--- src/inc/asr_pkg.sv ---
`default_nettype none
package asr_pkg;
  // Register addresses (one byte register per address)
  localparam logic [3:0] ADDR_STATUS = 4'h2;
  localparam logic [3:0] ADDR_CONTROL = 4'h3;
  localparam logic [3:0] ADDR_FOURTH_CONFIG_REGISTER = 4'h8;
  localparam logic [3:0] ADDR_MAP_CRC = 4'hF;

  // Status field positions
  localparam int STAT_SPI_ERR = 4;
  localparam int STAT_REG_ERR = 3;
  localparam int STAT_ADC_ERR = 2;
  localparam int STAT_SAT = 1;
  localparam int STAT_NEW = 0;

  // Command register fields
  localparam int CMD_START = 1;
  localparam int CMD_STOP = 0;
  localparam logic [5:0] RESET_CODE = 6'h16;
  localparam logic [1:0] RESET_TAIL = 2'h0;
  localparam logic [5:0] RESET_READ = 6'h00;

  // Fourth configuration register fields
  localparam int CFG4_FRAME_CHK = 2;
  localparam int CFG4_MAP_CHK = 1;

  // Reset values
  localparam logic [7:0] CMD_RESET_VAL = 8'h00;
  localparam logic [7:0] CFG4_RESET_VAL = 8'h00;
  localparam logic [7:0] MAP_CRC_RESET_VAL = 8'h00;
  localparam logic [7:0] READ_ZERO = 8'h00;

  // Default conversion length in system clocks
  localparam int CONV_CYCLES_DEF = 16;

  // Conversion control modes
  typedef enum logic [1:0] {
    ASR_MODE_STARTSTOP = 2'b00,
    ASR_MODE_ONESHOT = 2'b01,
    ASR_MODE_SYNC = 2'b10,
    ASR_MODE_RSVD = 2'b11
  } asr_mode_t;

  // Conversion engine states
  typedef enum logic [0:0] {
    ASR_IDLE = 1'b0,
    ASR_RUN = 1'b1
  } asr_state_t;
endpackage
`default_nettype wire

--- src/hw/asr_flag.sv ---
`default_nettype none
module asr_flag (
  // Clock and clears
  input wire logic clk_sys,
  input wire logic clr_all,
  // Events
  input wire logic set,
  input wire logic clr,
  // Flag
  output logic q
);
  // Set wins over clear so a coincident event is never lost
  always_ff @(posedge clk_sys) begin
    if (clr_all) begin
      q <= 1'b0;
    end else if (set) begin
      q <= 1'b1;
    end else if (clr) begin
      q <= 1'b0;
    end
  end
endmodule
`default_nettype wire

--- src/hw/asr_regs.sv ---
// Notes on behaviour
// - Frame CRC error blocks writes except status
// - Frame CRC check only when enabled; W1C
// - Map CRC mismatch sets flag when enabled
// - Map flag clears by W1C or disable
// - Fault flag read-only, cleared only by reset
// - Saturation flag refreshed at each conversion end
// - New-data bit is inverse of ready pin
// - New-data bit 1 new, 0 repeated
// - One-shot: new-data holds until next start
// - Reset only on code plus zero start/stop
// - Reset code field reads zero
// - One-shot start runs exactly one conversion
// - Start/stop mode converts until stopped
// - Start during conversion restarts it
// - Synchronized mode ignores start and stop
// - Start and stop together are ignored
// - Start and stop self-clear, read zero
// - Stop lets current conversion finish
`default_nettype none
module asr_regs #(
  parameter int CONV_CYCLES = asr_pkg::CONV_CYCLES_DEF
) (
  // Clock and reset
  input wire logic clk_sys,
  input wire logic reset_n,
  // Register access from frame logic
  input wire logic reg_wr,
  input wire logic reg_rd,
  input wire logic [3:0] reg_addr,
  input wire logic [7:0] reg_wdata,
  output logic [7:0] reg_rdata,
  // Frame and map checks
  input wire logic frame_crc_fail,
  input wire logic [7:0] map_crc_calc,
  // Converter side
  input wire asr_pkg::asr_mode_t conv_mode,
  input wire logic mod_sat,
  input wire logic adc_fault,
  input wire logic data_read,
  // Outputs
  output logic data_ready_n,
  output logic conv_active,
  output logic conv_done,
  output logic soft_reset
);
  import asr_pkg::*;

  ////////////////////////////////////////////////////////////////////////////
  // Elaboration check
  if (CONV_CYCLES < 2) begin : g_chk
    $error("CONV_CYCLES must be at least 2");
  end

  localparam int CW = $clog2(CONV_CYCLES);
  localparam logic [CW-1:0] CNT_LAST = CW'(CONV_CYCLES - 1);

  ////////////////////////////////////////////////////////////////////////////
  // Declarations
  logic clr_all;
  logic spi_err;
  logic reg_err;
  logic adc_err;
  logic wr_ok;
  logic cmd_wr;
  logic cmd_start;
  logic cmd_stop;
  logic go;
  logic halt;
  logic last;
  logic [7:0] cfg4_r;
  logic [7:0] map_crc_r;
  logic [7:0] status;
  logic [7:0] reg_rdata_r;
  logic soft_reset_r;
  logic data_ready_n_r;
  logic conv_done_r;
  logic sat_acc_r;
  logic sat_flag_r;
  logic oneshot_r;
  logic stop_pend_r;
  logic [CW-1:0] cnt_r;
  asr_state_t state_r;

  assign clr_all = !reset_n || soft_reset_r;

  ////////////////////////////////////////////////////////////////////////////
  // Write qualification
  assign wr_ok = reg_wr && (!spi_err || reg_addr == ADDR_STATUS);
  assign cmd_wr = wr_ok && reg_addr == ADDR_CONTROL;
  // Both bits set decodes to neither command
  assign cmd_start = cmd_wr && reg_wdata[CMD_START] && !reg_wdata[CMD_STOP];
  assign cmd_stop = cmd_wr && reg_wdata[CMD_STOP] && !reg_wdata[CMD_START];
  assign go = cmd_start && conv_mode != ASR_MODE_SYNC;
  assign halt = cmd_stop && conv_mode != ASR_MODE_SYNC;
  assign last = state_r == ASR_RUN && cnt_r == CNT_LAST && !go;

  ////////////////////////////////////////////////////////////////////////////
  // Coded software reset
  // Takes effect one clock after the write, clearing every flag
  always_ff @(posedge clk_sys) begin
    if (!reset_n) begin
      soft_reset_r <= 1'b0;
    end else begin
      soft_reset_r <= cmd_wr && reg_wdata[7:2] == RESET_CODE && reg_wdata[1:0] == RESET_TAIL;
    end
  end

  ////////////////////////////////////////////////////////////////////////////
  // Configuration and map CRC registers
  always_ff @(posedge clk_sys) begin
    if (clr_all) begin
      cfg4_r <= CFG4_RESET_VAL;
    end else if (wr_ok && reg_addr == ADDR_FOURTH_CONFIG_REGISTER) begin
      cfg4_r <= reg_wdata;
    end
  end

  always_ff @(posedge clk_sys) begin
    if (clr_all) begin
      map_crc_r <= MAP_CRC_RESET_VAL;
    end else if (wr_ok && reg_addr == ADDR_MAP_CRC) begin
      map_crc_r <= reg_wdata;
    end
  end

  ////////////////////////////////////////////////////////////////////////////
  // Sticky error flags
  asr_flag u_spi_err (
    .clk_sys(clk_sys),
    .clr_all(clr_all),
    .set(frame_crc_fail && cfg4_r[CFG4_FRAME_CHK]),
    .clr(wr_ok && reg_addr == ADDR_STATUS && reg_wdata[STAT_SPI_ERR]),
    .q(spi_err)
  );

  // Compared continuously, so a stale CRC keeps re-raising the flag
  asr_flag u_reg_err (
    .clk_sys(clk_sys),
    .clr_all(clr_all),
    .set(cfg4_r[CFG4_MAP_CHK] && map_crc_r != map_crc_calc),
    .clr(!cfg4_r[CFG4_MAP_CHK] || (wr_ok && reg_addr == ADDR_STATUS && reg_wdata[STAT_REG_ERR])),
    .q(reg_err)
  );

  // No software clear path on purpose
  asr_flag u_adc_err (
    .clk_sys(clk_sys),
    .clr_all(clr_all),
    .set(adc_fault),
    .clr(1'b0),
    .q(adc_err)
  );

  ////////////////////////////////////////////////////////////////////////////
  // Conversion engine
  always_ff @(posedge clk_sys) begin
    if (clr_all) begin
      state_r <= ASR_IDLE;
      cnt_r <= '0;
      oneshot_r <= 1'b0;
    end else begin
      case (state_r)
        ASR_IDLE: begin
          if (go) begin
            state_r <= ASR_RUN;
            cnt_r <= '0;
            oneshot_r <= conv_mode == ASR_MODE_ONESHOT;
          end
        end
        ASR_RUN: begin
          if (go) begin
            cnt_r <= '0;
            oneshot_r <= conv_mode == ASR_MODE_ONESHOT;
          end else if (last) begin
            cnt_r <= '0;
            if (oneshot_r || stop_pend_r) begin
              state_r <= ASR_IDLE;
            end
          end else begin
            cnt_r <= cnt_r + CW'(1);
          end
        end
        default: begin
          state_r <= ASR_IDLE;
        end
      endcase
    end
  end

  // Stop only arms; the running conversion still completes
  always_ff @(posedge clk_sys) begin
    if (clr_all) begin
      stop_pend_r <= 1'b0;
    end else if (go || (last && stop_pend_r)) begin
      stop_pend_r <= 1'b0;
    end else if (halt && state_r == ASR_RUN) begin
      stop_pend_r <= 1'b1;
    end
  end

  always_ff @(posedge clk_sys) begin
    if (clr_all) begin
      conv_done_r <= 1'b0;
    end else begin
      conv_done_r <= last;
    end
  end

  ////////////////////////////////////////////////////////////////////////////
  // Saturation tracking
  always_ff @(posedge clk_sys) begin
    if (clr_all || go || last) begin
      sat_acc_r <= 1'b0;
    end else if (state_r == ASR_RUN && mod_sat) begin
      sat_acc_r <= 1'b1;
    end
  end

  always_ff @(posedge clk_sys) begin
    if (clr_all) begin
      sat_flag_r <= 1'b0;
    end else if (last) begin
      sat_flag_r <= sat_acc_r || mod_sat;
    end
  end

  ////////////////////////////////////////////////////////////////////////////
  // Data-ready pin, active low
  always_ff @(posedge clk_sys) begin
    if (clr_all) begin
      data_ready_n_r <= 1'b1;
    end else if (last) begin
      data_ready_n_r <= 1'b0;
    end else if (go) begin
      data_ready_n_r <= 1'b1;
    end else if (data_read && !oneshot_r) begin
      data_ready_n_r <= 1'b1;
    end
  end

  ////////////////////////////////////////////////////////////////////////////
  // Read path
  // Upper status bits belong elsewhere and read zero here
  always_comb begin
    status = READ_ZERO;
    status[STAT_SPI_ERR] = spi_err;
    status[STAT_REG_ERR] = reg_err;
    status[STAT_ADC_ERR] = adc_err;
    status[STAT_SAT] = sat_flag_r;
    status[STAT_NEW] = !data_ready_n_r;
  end

  // Reads are never gated by the frame error
  always_ff @(posedge clk_sys) begin
    if (!reset_n) begin
      reg_rdata_r <= READ_ZERO;
    end else if (reg_rd) begin
      case (reg_addr)
        ADDR_STATUS: reg_rdata_r <= status;
        ADDR_CONTROL: reg_rdata_r <= {RESET_READ, 2'b00};
        ADDR_FOURTH_CONFIG_REGISTER: reg_rdata_r <= cfg4_r;
        ADDR_MAP_CRC: reg_rdata_r <= map_crc_r;
        default: reg_rdata_r <= READ_ZERO;
      endcase
    end
  end

  assign reg_rdata = reg_rdata_r;
  assign data_ready_n = data_ready_n_r;
  assign conv_active = state_r;
  assign conv_done = conv_done_r;
  assign soft_reset = soft_reset_r;
endmodule
`default_nettype wire

--- config.mk ---
export PLATFORM = sky130hd
export DESIGN_NAME = asr_regs
export DESIGN_NICKNAME = d
export VERILOG_FILES = /design/src/inc/asr_pkg.sv /design/src/hw/asr_flag.sv /design/src/hw/asr_regs.sv
export SDC_FILE = /design/constraint.sdc
export NUM_CORES = 1
export LEC_CHECK = 0
export ABC_AREA = 1
export BUFFER_PORTS_ARGS = -buffer_cell sky130_fd_sc_hd__buf_4
export CORE_ASPECT_RATIO = 0.6
export CORE_MARGIN = 3
export CORE_UTILIZATION = 40
export CTS_CLUSTER_DIAMETER = 200
export DETAILED_ROUTE_END_ITERATION = 10
export GPL_ROUTABILITY_DRIVEN = 0
export SKIP_CTS_REPAIR_TIMING = 1
export SYNTH_ARGS = -nofsm -noshare
export SYNTH_HDL_FRONTEND = slang
export SYNTH_SLANG_ARGS = --single-unit
--- constraint.sdc ---
create_clock -name clk_sys -period 3 [get_ports clk_sys]
set_input_delay 0.15 -clock clk_sys [delete_from_list [all_inputs] [get_ports clk_sys]]
set_output_delay 0.15 -clock clk_sys [all_outputs]
set_load 0.005 [all_outputs]
# Yosys cells after proc, flatten, opt, wreduce, memory -nomap -nowiden
# Index checks and enable logic that the tools add are counted.
# word_totals
reg_bits	39
latchBits	0
ramBits	0
romBits	0
inputBits	30
out_inout_bits	12
elab_cells	89
n_memories	0
# classes
n_addsub	1
mul	0
div_mod_pow	0
magnitude_cmp	0
eq_ne	10
shift	0
n_mux	18
n_bitwise	1
reduce_logical	44
# ops
cell	count
8-bit one-hot mux with 3 select lines	1
1-bit logical AND	23
4-bit == test, second input constant	3
1-bit two-way mux	12
4-bit two-way mux	3
4-bit by 2-bit == test with 1-bit output, second input constant	2
1-bit zero test	8
1-bit logical OR	8
8-bit inequality test	1
4-bit one-hot mux with 2 select lines	1
6-bit by 5-bit == test with 1-bit output, second input constant	1
4-bit by 1-bit adder with 4-bit output, second input constant	1
2-bit inequality test, second input constant	2
2-bit nonzero test	2
3-bit nonzero test	1
2-bit by 1-bit == test with 1-bit output, second input constant	1
2-bit zero test	1
1-bit one-hot mux with 2 select lines	1
2-bit OR reduction	1
1-bit inverter	1

# Longest topological paths before layout
# Gate-level depths: netlist of the first run.
# depth
word_depth	12
mapped_depth	9

# Cells and area by module
# Synthesis of the first run repeated with hierarchy kept, for this count alone.
# unflattened
cells_unflattened	267
hier_area_um2	1861.8
# modules_own_cells
mod	instances	cells_each	area_per_inst_um2
asr_regs	1	252	1741.7
asr_flag	3	5	40.0

# Worst setup path after synthesis of the first run
# OpenSTA, ideal clock, no wires.
# synth_path
path_type	reg2reg
startpoint	register cnt_r[0]
endpoint	register data_ready_n_r, in the netlist data_ready_n
setup_ps	115
arrival_time_ps	1160
t_required_ps	2885
slack_ps	1725
stages_incl_launch_ff	7
n_path_buf	0
synth_period_minus_slack_ps	1275
path_cell_list	dfxtp_1 > ha_1 > nand2_1 > nor3_2 > o21ai_0 > nor2_1 > nand2_1
# synth_via
elab_chain_cells	4
# synth_lines
element	line_no	source
start, declared	asr_regs.sv:82	logic [CW-1:0] cnt_r;
start signal, assigned	asr_regs.sv:181	cnt_r <= cnt_r + CW'(1);
4-bit == test *	asr_regs.sv:96	assign last = state_r == ASR_RUN && cnt_r == CNT_LAST && !go;
1-bit logical AND * (2 in a row)	asr_regs.sv:96	
3-bit nonzero test (no line) / 1-bit two-way mux (equally long branches)	-	
end signal, assigned	asr_regs.sv:232	data_ready_n_r <= 1'b1;
end signal, assigned	asr_regs.sv:234	data_ready_n_r <= 1'b0;
end signal, assigned	asr_regs.sv:236	data_ready_n_r <= 1'b1;
end, declared	asr_regs.sv:76	logic data_ready_n_r;
# Mark *: on every way between the ends. The rest lies on a longest branch, timed or not.
# A chain may end at the register's enable or synchronous reset.

# Final worst setup path of the first run
# layout_path
startpoint	register state_r, in the netlist conv_active
endpoint	register cnt_r[3]
# layout_via
elab_chain_cells	5
# layout_lines
element	line_no	source
start, declared	asr_regs.sv:83	asr_state_t state_r;
start signal, assigned	asr_regs.sv:159	state_r <= ASR_IDLE;
start signal, assigned	asr_regs.sv:166	state_r <= ASR_RUN;
start signal, assigned	asr_regs.sv:178	state_r <= ASR_IDLE;
1-bit logical AND (2 in a row)	asr_regs.sv:96	
4-bit two-way mux	asr_regs.sv:175	end else if (last) begin
4-bit two-way mux	asr_regs.sv:172	if (go) begin
4-bit one-hot mux with 2 select lines	asr_regs.sv:163	case (state_r)
# Several ways; a longest one is shown, not always the timed one.

==> results.toml, run 1 <==
[logic_synthesis]
synth.distinct_cells = 28
ys_warn_count = 0
syn_area_per_cell_sq_um = 7.15
syn_inst = 262
yosysTopAreaCell = "dfxtp_1"
ys_ff_latch = 39
synthTopCellsByArea = "dfxtp_1 (42%), nand2_1 (15%), nand3_1 (8.8%), a21oi_1 (8.3%), nor2_1 (5.0%)"
synth_fp_nets = 293
synth_top_area_share_pct = 41.7
syn_area_sq_um = 1870
seq_area_frac_synth_pct = 41.7

[floorplanning]
core_sq_um = 4300
fp.dieW_microns = 94.3
row_count = 18
start_util_pct = 43.5
dieArea_sq_um = 5570
dieHeight_microns = 59.0
io_pins = 42

[drt]
routed_wl_microns = 4790
drtIter0Drc = 86
num_vias = 1808
vias_per_cell = 4.95
antenna_left = 0
drc_errors = 0
drt_pass1_iterations = 4
post_drt_wl_per_cell_microns = 13.1

[clock_tree]
numCtsBuffers = 5
cts_buffer_depth = 2
h-tree-depth = 2
cts_tree = "built"
cts_sinks = 39
clockRootBuffer = "clkbuf_8"
clk_pin_slew_ns = 0.08
clk_latency_ns = 0.30

[setup_path]
rr_startpoint = "conv_active"
critPathCaptureType = "register"
worstPathMaxFanout = 8
startpoint = "conv_active"
startpoint_type = "register"
rrSetupSlack_ns = 1.39
cp_top_family = "simple AND/OR/NAND/NOR gates"
worstRegToRegCells = 5
worstPathRequired_ns = 3.14
path_depth = 5
crit_slowest_cell = "dfxtp_1"
rr_endpoint = "cnt_r[3]"
cp-endpoint = "cnt_r[3]"
path_cells = "inv_1, nor3_2, inv_1, nand3_1, a21oi_1"
crit_buf_inv = 2
crit_type = "reg2reg"
crit_top_cell = "inv_1"
critPathArrivalTime_ns = 1.75
max_stage_delay_ns = 0.48

[pwr]
p_leak_nw = 0.971
p_int_uw = 833
p_comb_share_pct = 9.0
p_per_area_nw_per_um2 = 463
p_sw_uw = 246
seqPwrFrac_pct = 48.8
clkPwrFrac_pct = 42.2
swShare_pct = 22.8
ir_drop_v = 0.000220

[outcome]
status = "finished, final reports clean"

[global_routing]
grt_pass1_vias = 1637
grt_antenna_before_repair = 0
grt_use_total_pct = 18.6
grt_max_degree = 24
grt_pass1_wl_microns = 7960
grt_overflow_total = 0

[cells_and_area]
nets = 335
synthToLayoutAreaGrowth_pct = 24.5
num-fill-cells = 440
drive_above_1_share_pct = 20.0
final_common_cell = "nand2_1"
diodes = 0
finish.utilization_pct = 54.2
final_cell_mix = "nand2_1 (73), buf_4 (42), dfxtp_1 (39), nand3_1 (33), a21oi_1 (31)"

[timing]
setup_viol = 0
finalCriticalPeriod_ns = 1.61
slew_headroom_pct = 47.9
grt_setup_unrepaired = "false"
tightest_slew_ns = 0.781
min_period_over_period_pct = 53.7
clock.fmax_mhz = 621
skew_ns = 0.00869
fin_setup_tns_ns = 0
hold_violations = 0
final_max_slew_viol_count = 0

[worst_hold_path]
holdCritStartpoint = "adc_fault"
hold_path_class = "in2reg"

[placed_design]
post-dp-hpwl_microns = 3570
port_buffers = 41

[run]
max_cap_violations = 0
==> power by group through the flow <==
| stage | sequential [mW] | combinational (mW) | clock, mW |
|---|---|---|---|
| 2_1_floorplan | 0.537 | 0.0480 | 0 |
| 3_3_place_gp | 0.538 | 0.0968 | 0 |
| 4_1_cts | 0.526 | 0.0974 | 0.466 |
| 6_report | 0.526 | 0.0975 | 0.455 |
| 3_5_place_dp | 0.538 | 0.0970 | 0 |
| 5_1_grt | 0.527 | 0.107 | 0.489 |
==> cell type report <==
class / count / area [sq um] / share of cell area, %
Sequential cell: 39 / 781 / 33.5
Timing Repair Buffer: 42 / 315 / 13.5
Tap cell: 60 / 75.1 / 3.22
Multi-Input combinational cell: 196 / 968 / 41.5
Inverter: 20 / 75.1 / 3.22
Clock inverter: 2 / 35.0 / 1.50
Clock buffer: 6 / 82.6 / 3.54
==> synth_stat cells, drive strengths merged <==
library cell	number
clkbuf	1
or2	1
clkinv	1
nor2	27
ha	1
nor3	7
o21ai	2
xor2	9
a21oi	32
nand4	4
buf	6
xnor2	1
nor4	1
dfxtp	39
nand3	33
o31ai	1
o22ai	1
inv	19
nand2	76
==> metrics by stage <==
| stage | std cells | hold WS, ns | setup WS, ns | instance area, sq um | power [mW] |
|---|---|---|---|---|---|
| after global routing | 365 | 0.0724 | 1.24 | 2330 | 1.12 |
| after detailed placement | 357 | 0.375 | 1.32 | 2210 | 0.635 |
| after floorplan | 262 | 0.279 | 1.73 | 1870 | 0.585 |
| after CTS | 365 | 0.0631 | 1.38 | 2330 | 1.09 |
| final | 365 | 0.0647 | 1.39 | 2330 | 1.08 |
| after global placement | 357 | 0.369 | 1.32 | 2210 | 0.635 |
==> cells by family (layout without fill, tap and decap cells) <==
kind of cell / count (synthesis) / after routing / share of synthesized area [%]
XOR/XNOR: 10 / 10 / 4.68
AO/OA/AOI/OAI: 36 / 36 / 10.4
adder cells (fa/ha/maj): 1 / 1 / 0.668
buffers and inverters: 27 / 70 / 6.61
flip-flops: 39 / 39 / 41.7
AND/OR/NAND/NOR: 149 / 149 / 35.9
==> worst min-delay path, cell delays in order <==
cell,delay (ns)
buf_4,0.08
nor2_1,0.03
nor2_1,0.07
==> how the worst min path moves through the flow <==
stage / endpoint / slack, ns / cells past startpoint
after floorplan: u_adc_err.q / 0.28 / 2
after global placement: u_adc_err.q / 0.37 / 3
after detailed placement: u_adc_err.q / 0.38 / 3
after CTS: u_adc_err.q / 0.06 / 3
after global routing: u_adc_err.q / 0.07 / 3
final: u_adc_err.q / 0.06 / 3
==> per-layer routing <==
layer | wire length [microns] | vias to the layer above | share of wire (%) | GRT usage, %
met3 | 250 | 6 | 5.2 | 4.82
li1 | - | 943 | - | -
met2 | 1790 | 40 | 37 | 23.4
met1 | 2690 | 819 | 56 | 30.2
met5 | 0 | - | 0 | 0
met4 | 58 | 0 | 1.2 | 4.94
==> flip-flops by register name, indices dropped and copies added, names as in the netlist <==
| signal | flops |
|---|---|
| data_ready_n | 1 |
| cnt_r | 4 |
| cfg4_r | 8 |
| conv_done | 1 |
| sat_flag_r | 1 |
| stop_pend_r | 1 |
| u_reg_err.q | 1 |
| soft_reset | 1 |
| reg_rdata | 8 |
| u_adc_err.q | 1 |
| conv_active | 1 |
| map_crc_r | 8 |
| oneshot_r | 1 |
| u_spi_err.q | 1 |
| sat_acc_r | 1 |
No activity file was read; power rests on OpenSTA's default activity.
==> inputs of run 2 (changes only) <==
clock period = 1.4 ns   (was 3 ns; I/O delays follow)
==> run 2 against run 1 <==
First-iteration DRC count increased by 12%; largest power group unchanged; flip-flop and latch count unchanged; highest routed layer unchanged; critical path depth increased by 3; final area increased by 3.1%.
==> results.toml, run 2 (synthesis results as in run 1) <==
[outcome]
status = "finished, final reports clean"

[drt]
drc_errors = 0
antenna_left = 0
routed_wl_microns = 4960
post_drt_wl_per_cell_microns = 13.2
drt_pass1_iterations = 4
drtIter0Drc = 96
vias_per_cell = 4.91
num_vias = 1841

[setup_path]
rr_startpoint = "cnt_r[1]"
worstRegToRegCells = 8
crit_type = "reg2reg"
startpoint = "cnt_r[1]"
startpoint_type = "register"
worstPathMaxFanout = 8
critPathArrivalTime_ns = 1.47
worstPathRequired_ns = 1.58
critPathCaptureType = "register"
cp-endpoint = "stop_pend_r"
rrSetupSlack_ns = 0.11
rr_endpoint = "stop_pend_r"

[pwr]
seqPwrFrac_pct = 53.1
clkPwrFrac_pct = 36.4
p_comb_share_pct = 10.5
swShare_pct = 24.4
p_int_mw = 1.61
p_leak_nw = 1.01
p_per_area_nw_per_um2 = 883
p_sw_uw = 518
ir_drop_v = 0.000595

[placed_design]
post-dp-hpwl_microns = 3810
port_buffers = 41

[timing]
slew_headroom_pct = 79.3
final_max_slew_viol_count = 0
tightest_slew_ns = 0.310
whs_ns = 0.00754
setup_viol = 0
grt_setup_unrepaired = "false"
min_period_over_period_pct = 92.2
fin_setup_tns_ns = 0
finalCriticalPeriod_ns = 1.29
skew_ns = 0.00505
clock.fmax_mhz = 775
hold_violations = 0

[floorplanning]
dieHeight_microns = 59.0
core_sq_um = 4300
dieArea_sq_um = 5570
fp.dieW_microns = 94.3
io_pins = 42
row_count = 18
start_util_pct = 43.5

[clock_tree]
cts_sinks = 39
clk_latency_ns = 0.29
clk_pin_slew_ns = 0.08
clockRootBuffer = "clkbuf_8"
numCtsBuffers = 5
cts_tree = "built"
cts_buffer_depth = 2
h-tree-depth = 2

[cells_and_area]
drive_above_1_share_pct = 23.5
multi_input_area_sq_um = 975
final_cell_mix = "nand2_1 (73), buf_4 (52), dfxtp_1 (38), nand3_1 (33), a21oi_1 (30)"
final_common_cell = "nand2_1"
synthToLayoutAreaGrowth_pct = 28.4
diodes = 0
nets = 346
ff_latch_area_sq_um = 782
num-fill-cells = 433

[global_routing]
grt_pass1_vias = 1673
busiest_layer = "met1"
grt_max_degree = 24
grt_overflow_total = 0
grt_use_total_pct = 19.5
grtUsageMet2_pct = 24.1
use_met1_pct = 32.8
grt_pass1_wl_microns = 8320
grt_antenna_before_repair = 0
grt.met3_usage_pct = 3.93

[worst_hold_path]
hold_path_class = "in2reg"

[run]
max_cap_violations = 0
run 2: changes by cell type in the layout (fill, tap and decap cells not counted), sizes merged:
cell,change
buf,+11
bufinv,-1
run 2: routing by layer:
layer,share of wire (%),up-vias,wire length (microns)
li1,-,958,-
met1,53,815,2650
met2,37,59,1840
met3,8.4,9,415
met4,1.0,0,52
met5,0,-,0
run 2: stage by stage:
stage	std cells	util, %	instance area, sq um	total power, mW	setup slack (ns)
detailed placement	367	53.5	2300	1.38	0.0757
global route	375	55.9	2400	2.22	0.0112
global placement	367	53.5	2300	1.37	0.0753
CTS	374	55.6	2390	2.14	0.0566
floorplan	262	-	1870	1.25	0.125
finish	375	55.9	2400	2.12	0.109
run 2: cell type report:
type | instances | share of cell area [%]
Timing Repair Buffer | 53 | 17.1
Clock buffer | 6 | 3.43
Inverter | 20 | 3.12
Sequential cell | 39 | 32.5
Tap cell | 60 | 3.12
Clock inverter | 1 | 0.208
Multi-Input combinational cell | 196 | 40.5
run 2: worst min-delay path by stage:
| stage | start | to | slack, ns | cells after the start |
|---|---|---|---|---|
| CTS | adc_fault | u_adc_err.q | 0.004 | 3 |
| floorplan | adc_fault | u_adc_err.q | 0.20 | 2 |
| global route | adc_fault | u_adc_err.q | 0.02 | 3 |
| detailed placement | adc_fault | u_adc_err.q | 0.31 | 3 |
| global placement | adc_fault | u_adc_err.q | 0.29 | 3 |
| finish | adc_fault | u_adc_err.q | 0.008 | 3 |
run 2: power groups by stage:
stage          registers [mW]  logic (mW)  clock network, mW
6_report                 1.13       0.222              0.773
3_3_place_gp             1.15       0.220                  0
3_5_place_dp             1.15       0.222                  0
2_1_floorplan            1.15       0.103                  0
4_1_cts                  1.13       0.223              0.794
5_1_grt                  1.13       0.246              0.843
run 2: worst max-delay path: stages (launching register included):
cell     delay, ns
dfxtp_2       0.36
ha_2          0.19
nand2_1       0.06
nor3_2        0.12
buf_4         0.18
buf_4         0.11
nor2_1        0.03
nor2_1        0.09
nor2_1        0.04
==> inputs of run 3 (changes only) <==
CELL_PAD_IN_SITES_DETAIL_PLACEMENT = 0   (was not set)
CELL_PAD_IN_SITES_GLOBAL_PLACEMENT = 1   (was not set)
CORE_UTILIZATION = 34   (was 40)
PLACE_DENSITY_LB_ADDON = 0.1   (was not set)
==> run 3 against run 2 <==
Register-to-register slack hardly changed; core utilization is 8.6 points lower; sequential share of layout area shrank 0.61 points; via count is 1.7% lower; combinational power increased by 5%.
==> results.toml, run 3 (synthesis results as in run 1) <==
[setup_path]
max_stage_delay_ns = 0.33
worstPathRequired_ns = 1.62
crit_type = "reg2reg"
critPathCaptureType = "register"
startpoint_type = "register"
worstPathMaxFanout = 6
crit_slowest_cell = "dfxtp_1"
critPathArrivalTime_ns = 1.52
crit_top_cell = "buf_4"
path_cells = "ha_2, nand2_1, nor3_4, buf_4, buf_4, a21oi_1, nor2_1"

[clock_tree]
cts_buffer_depth = 2
clk_pin_slew_ns = 0.07
cts_tree = "built"
clk_latency_ns = 0.28
cts_sinks = 39
clockRootBuffer = "clkbuf_8"
h-tree-depth = 2
numCtsBuffers = 5

[timing]
whs_ns = 0.0282
hold_violations = 0
final_max_slew_viol_count = 0
fin_ws_ns = 0.0987
setup_viol = 0
tightest_slew_ns = 0.370
clock.fmax_mhz = 768
min_period_over_period_pct = 93.0
slew_headroom_pct = 75.2
fin_setup_tns_ns = 0
skew_ns = 0.00468
grt_setup_unrepaired = "false"
finalCriticalPeriod_ns = 1.30

[placed_design]
pre_cts_ws_ns = -0.00717
dp_cells = 377
port_buffers = 41
post-dp-hpwl_microns = 4010

[floorplanning]
dieHeight_microns = 63.5
fp.dieW_microns = 102
row_count = 20
dieArea_sq_um = 6460
start_util_pct = 36.2
core_sq_um = 5180
io_pins = 42

[pwr]
p_leak_nw = 1.05
ir_drop_v = 0.000329
p_per_area_nw_per_um2 = 838

[global_routing]
grt_use_total_pct = 17.0
grt_overflow_total = 0
grt_antenna_before_repair = 0
grt_max_degree = 18
grt_pass1_wl_microns = 8500
grt_pass1_vias = 1731

[outcome]
status = "finished, final reports clean"

[cells_and_area]
final_common_cell = "nand2_1"
multi_input_area_sq_um = 983
ff_latch_area_sq_um = 782
final_cell_mix = "nand2_1 (72), buf_4 (58), dfxtp_1 (38), nand3_1 (33), a21oi_1 (30)"
diodes = 0
drive_above_1_share_pct = 24.7
nets = 352
final_cells = 386
finish.utilization_pct = 47.3
num-fill-cells = 543
synthToLayoutAreaGrowth_pct = 30.9

[drt]
routed_wl_microns = 5120
post_drt_wl_per_cell_microns = 13.3
antenna_left = 0
num_vias = 1809
drc_errors = 0
drt_pass1_iterations = 4
vias_per_cell = 4.69
drtIter0Drc = 95

[run]
max_cap_violations = 0

[worst_hold_path]
hold_path_class = "in2reg"
[run 3: stage by stage]
stage               instance area, sq um  power, mW
floorplan                           1870       1.25
global placement                    2340       1.39
detailed placement                  2340       1.39
CTS                                 2410       2.08
global route                        2450       2.17
finish                              2450       2.05
[run 3: routing by layer]
layer  vias up  global-route usage, %  wire (microns)
met2        40                   21.7            1850
met1       791                   28.0            2920
li1        976                      -               -
met5         -                      0               0
met4         0                   3.11              21
met3         2                   4.09             324
[run 3: worst paths after layout]
check | startpoint | end | slack, ns | depth (start not counted)
hold / removal | adc_fault | u_adc_err.q | 0.03 | 3
hold reg to reg | cfg4_r[4] | cfg4_r[4] | 0.47 | 2
setup / recovery | cnt_r[0] | sat_flag_r | 0.1 | 7
setup reg to reg | cnt_r[0] | sat_flag_r | 0.1 | 7
[run 3: critical path: cells and delay by family, from the launching register on]
family,cells,cell delay [ns]
and+or+nand+nor,3,0.38
adders and majority gates,1,0.19
DFF,1,0.33
buffers and inverters,2,0.29
AOI/OAI and AO/OA,1,0.05
[run 3: power breakdown]
part | total (mW) | switching [mW] | internal, mW
sequential | 1.13 | 0.00832 | 1.12
clock | 0.693 | 0.360 | 0.332
combinational | 0.233 | 0.127 | 0.106
total | 2.05 | 0.495 | 1.56
[run 3: area by class of cell]
cell class | count | area share (%)
Tap cell | 66 | 3.37
Timing Repair Buffer | 59 | 18.6
Inverter | 20 | 3.06
Sequential cell | 39 | 31.9
Clock buffer | 6 | 2.96
Multi-Input combinational cell | 196 | 40.1
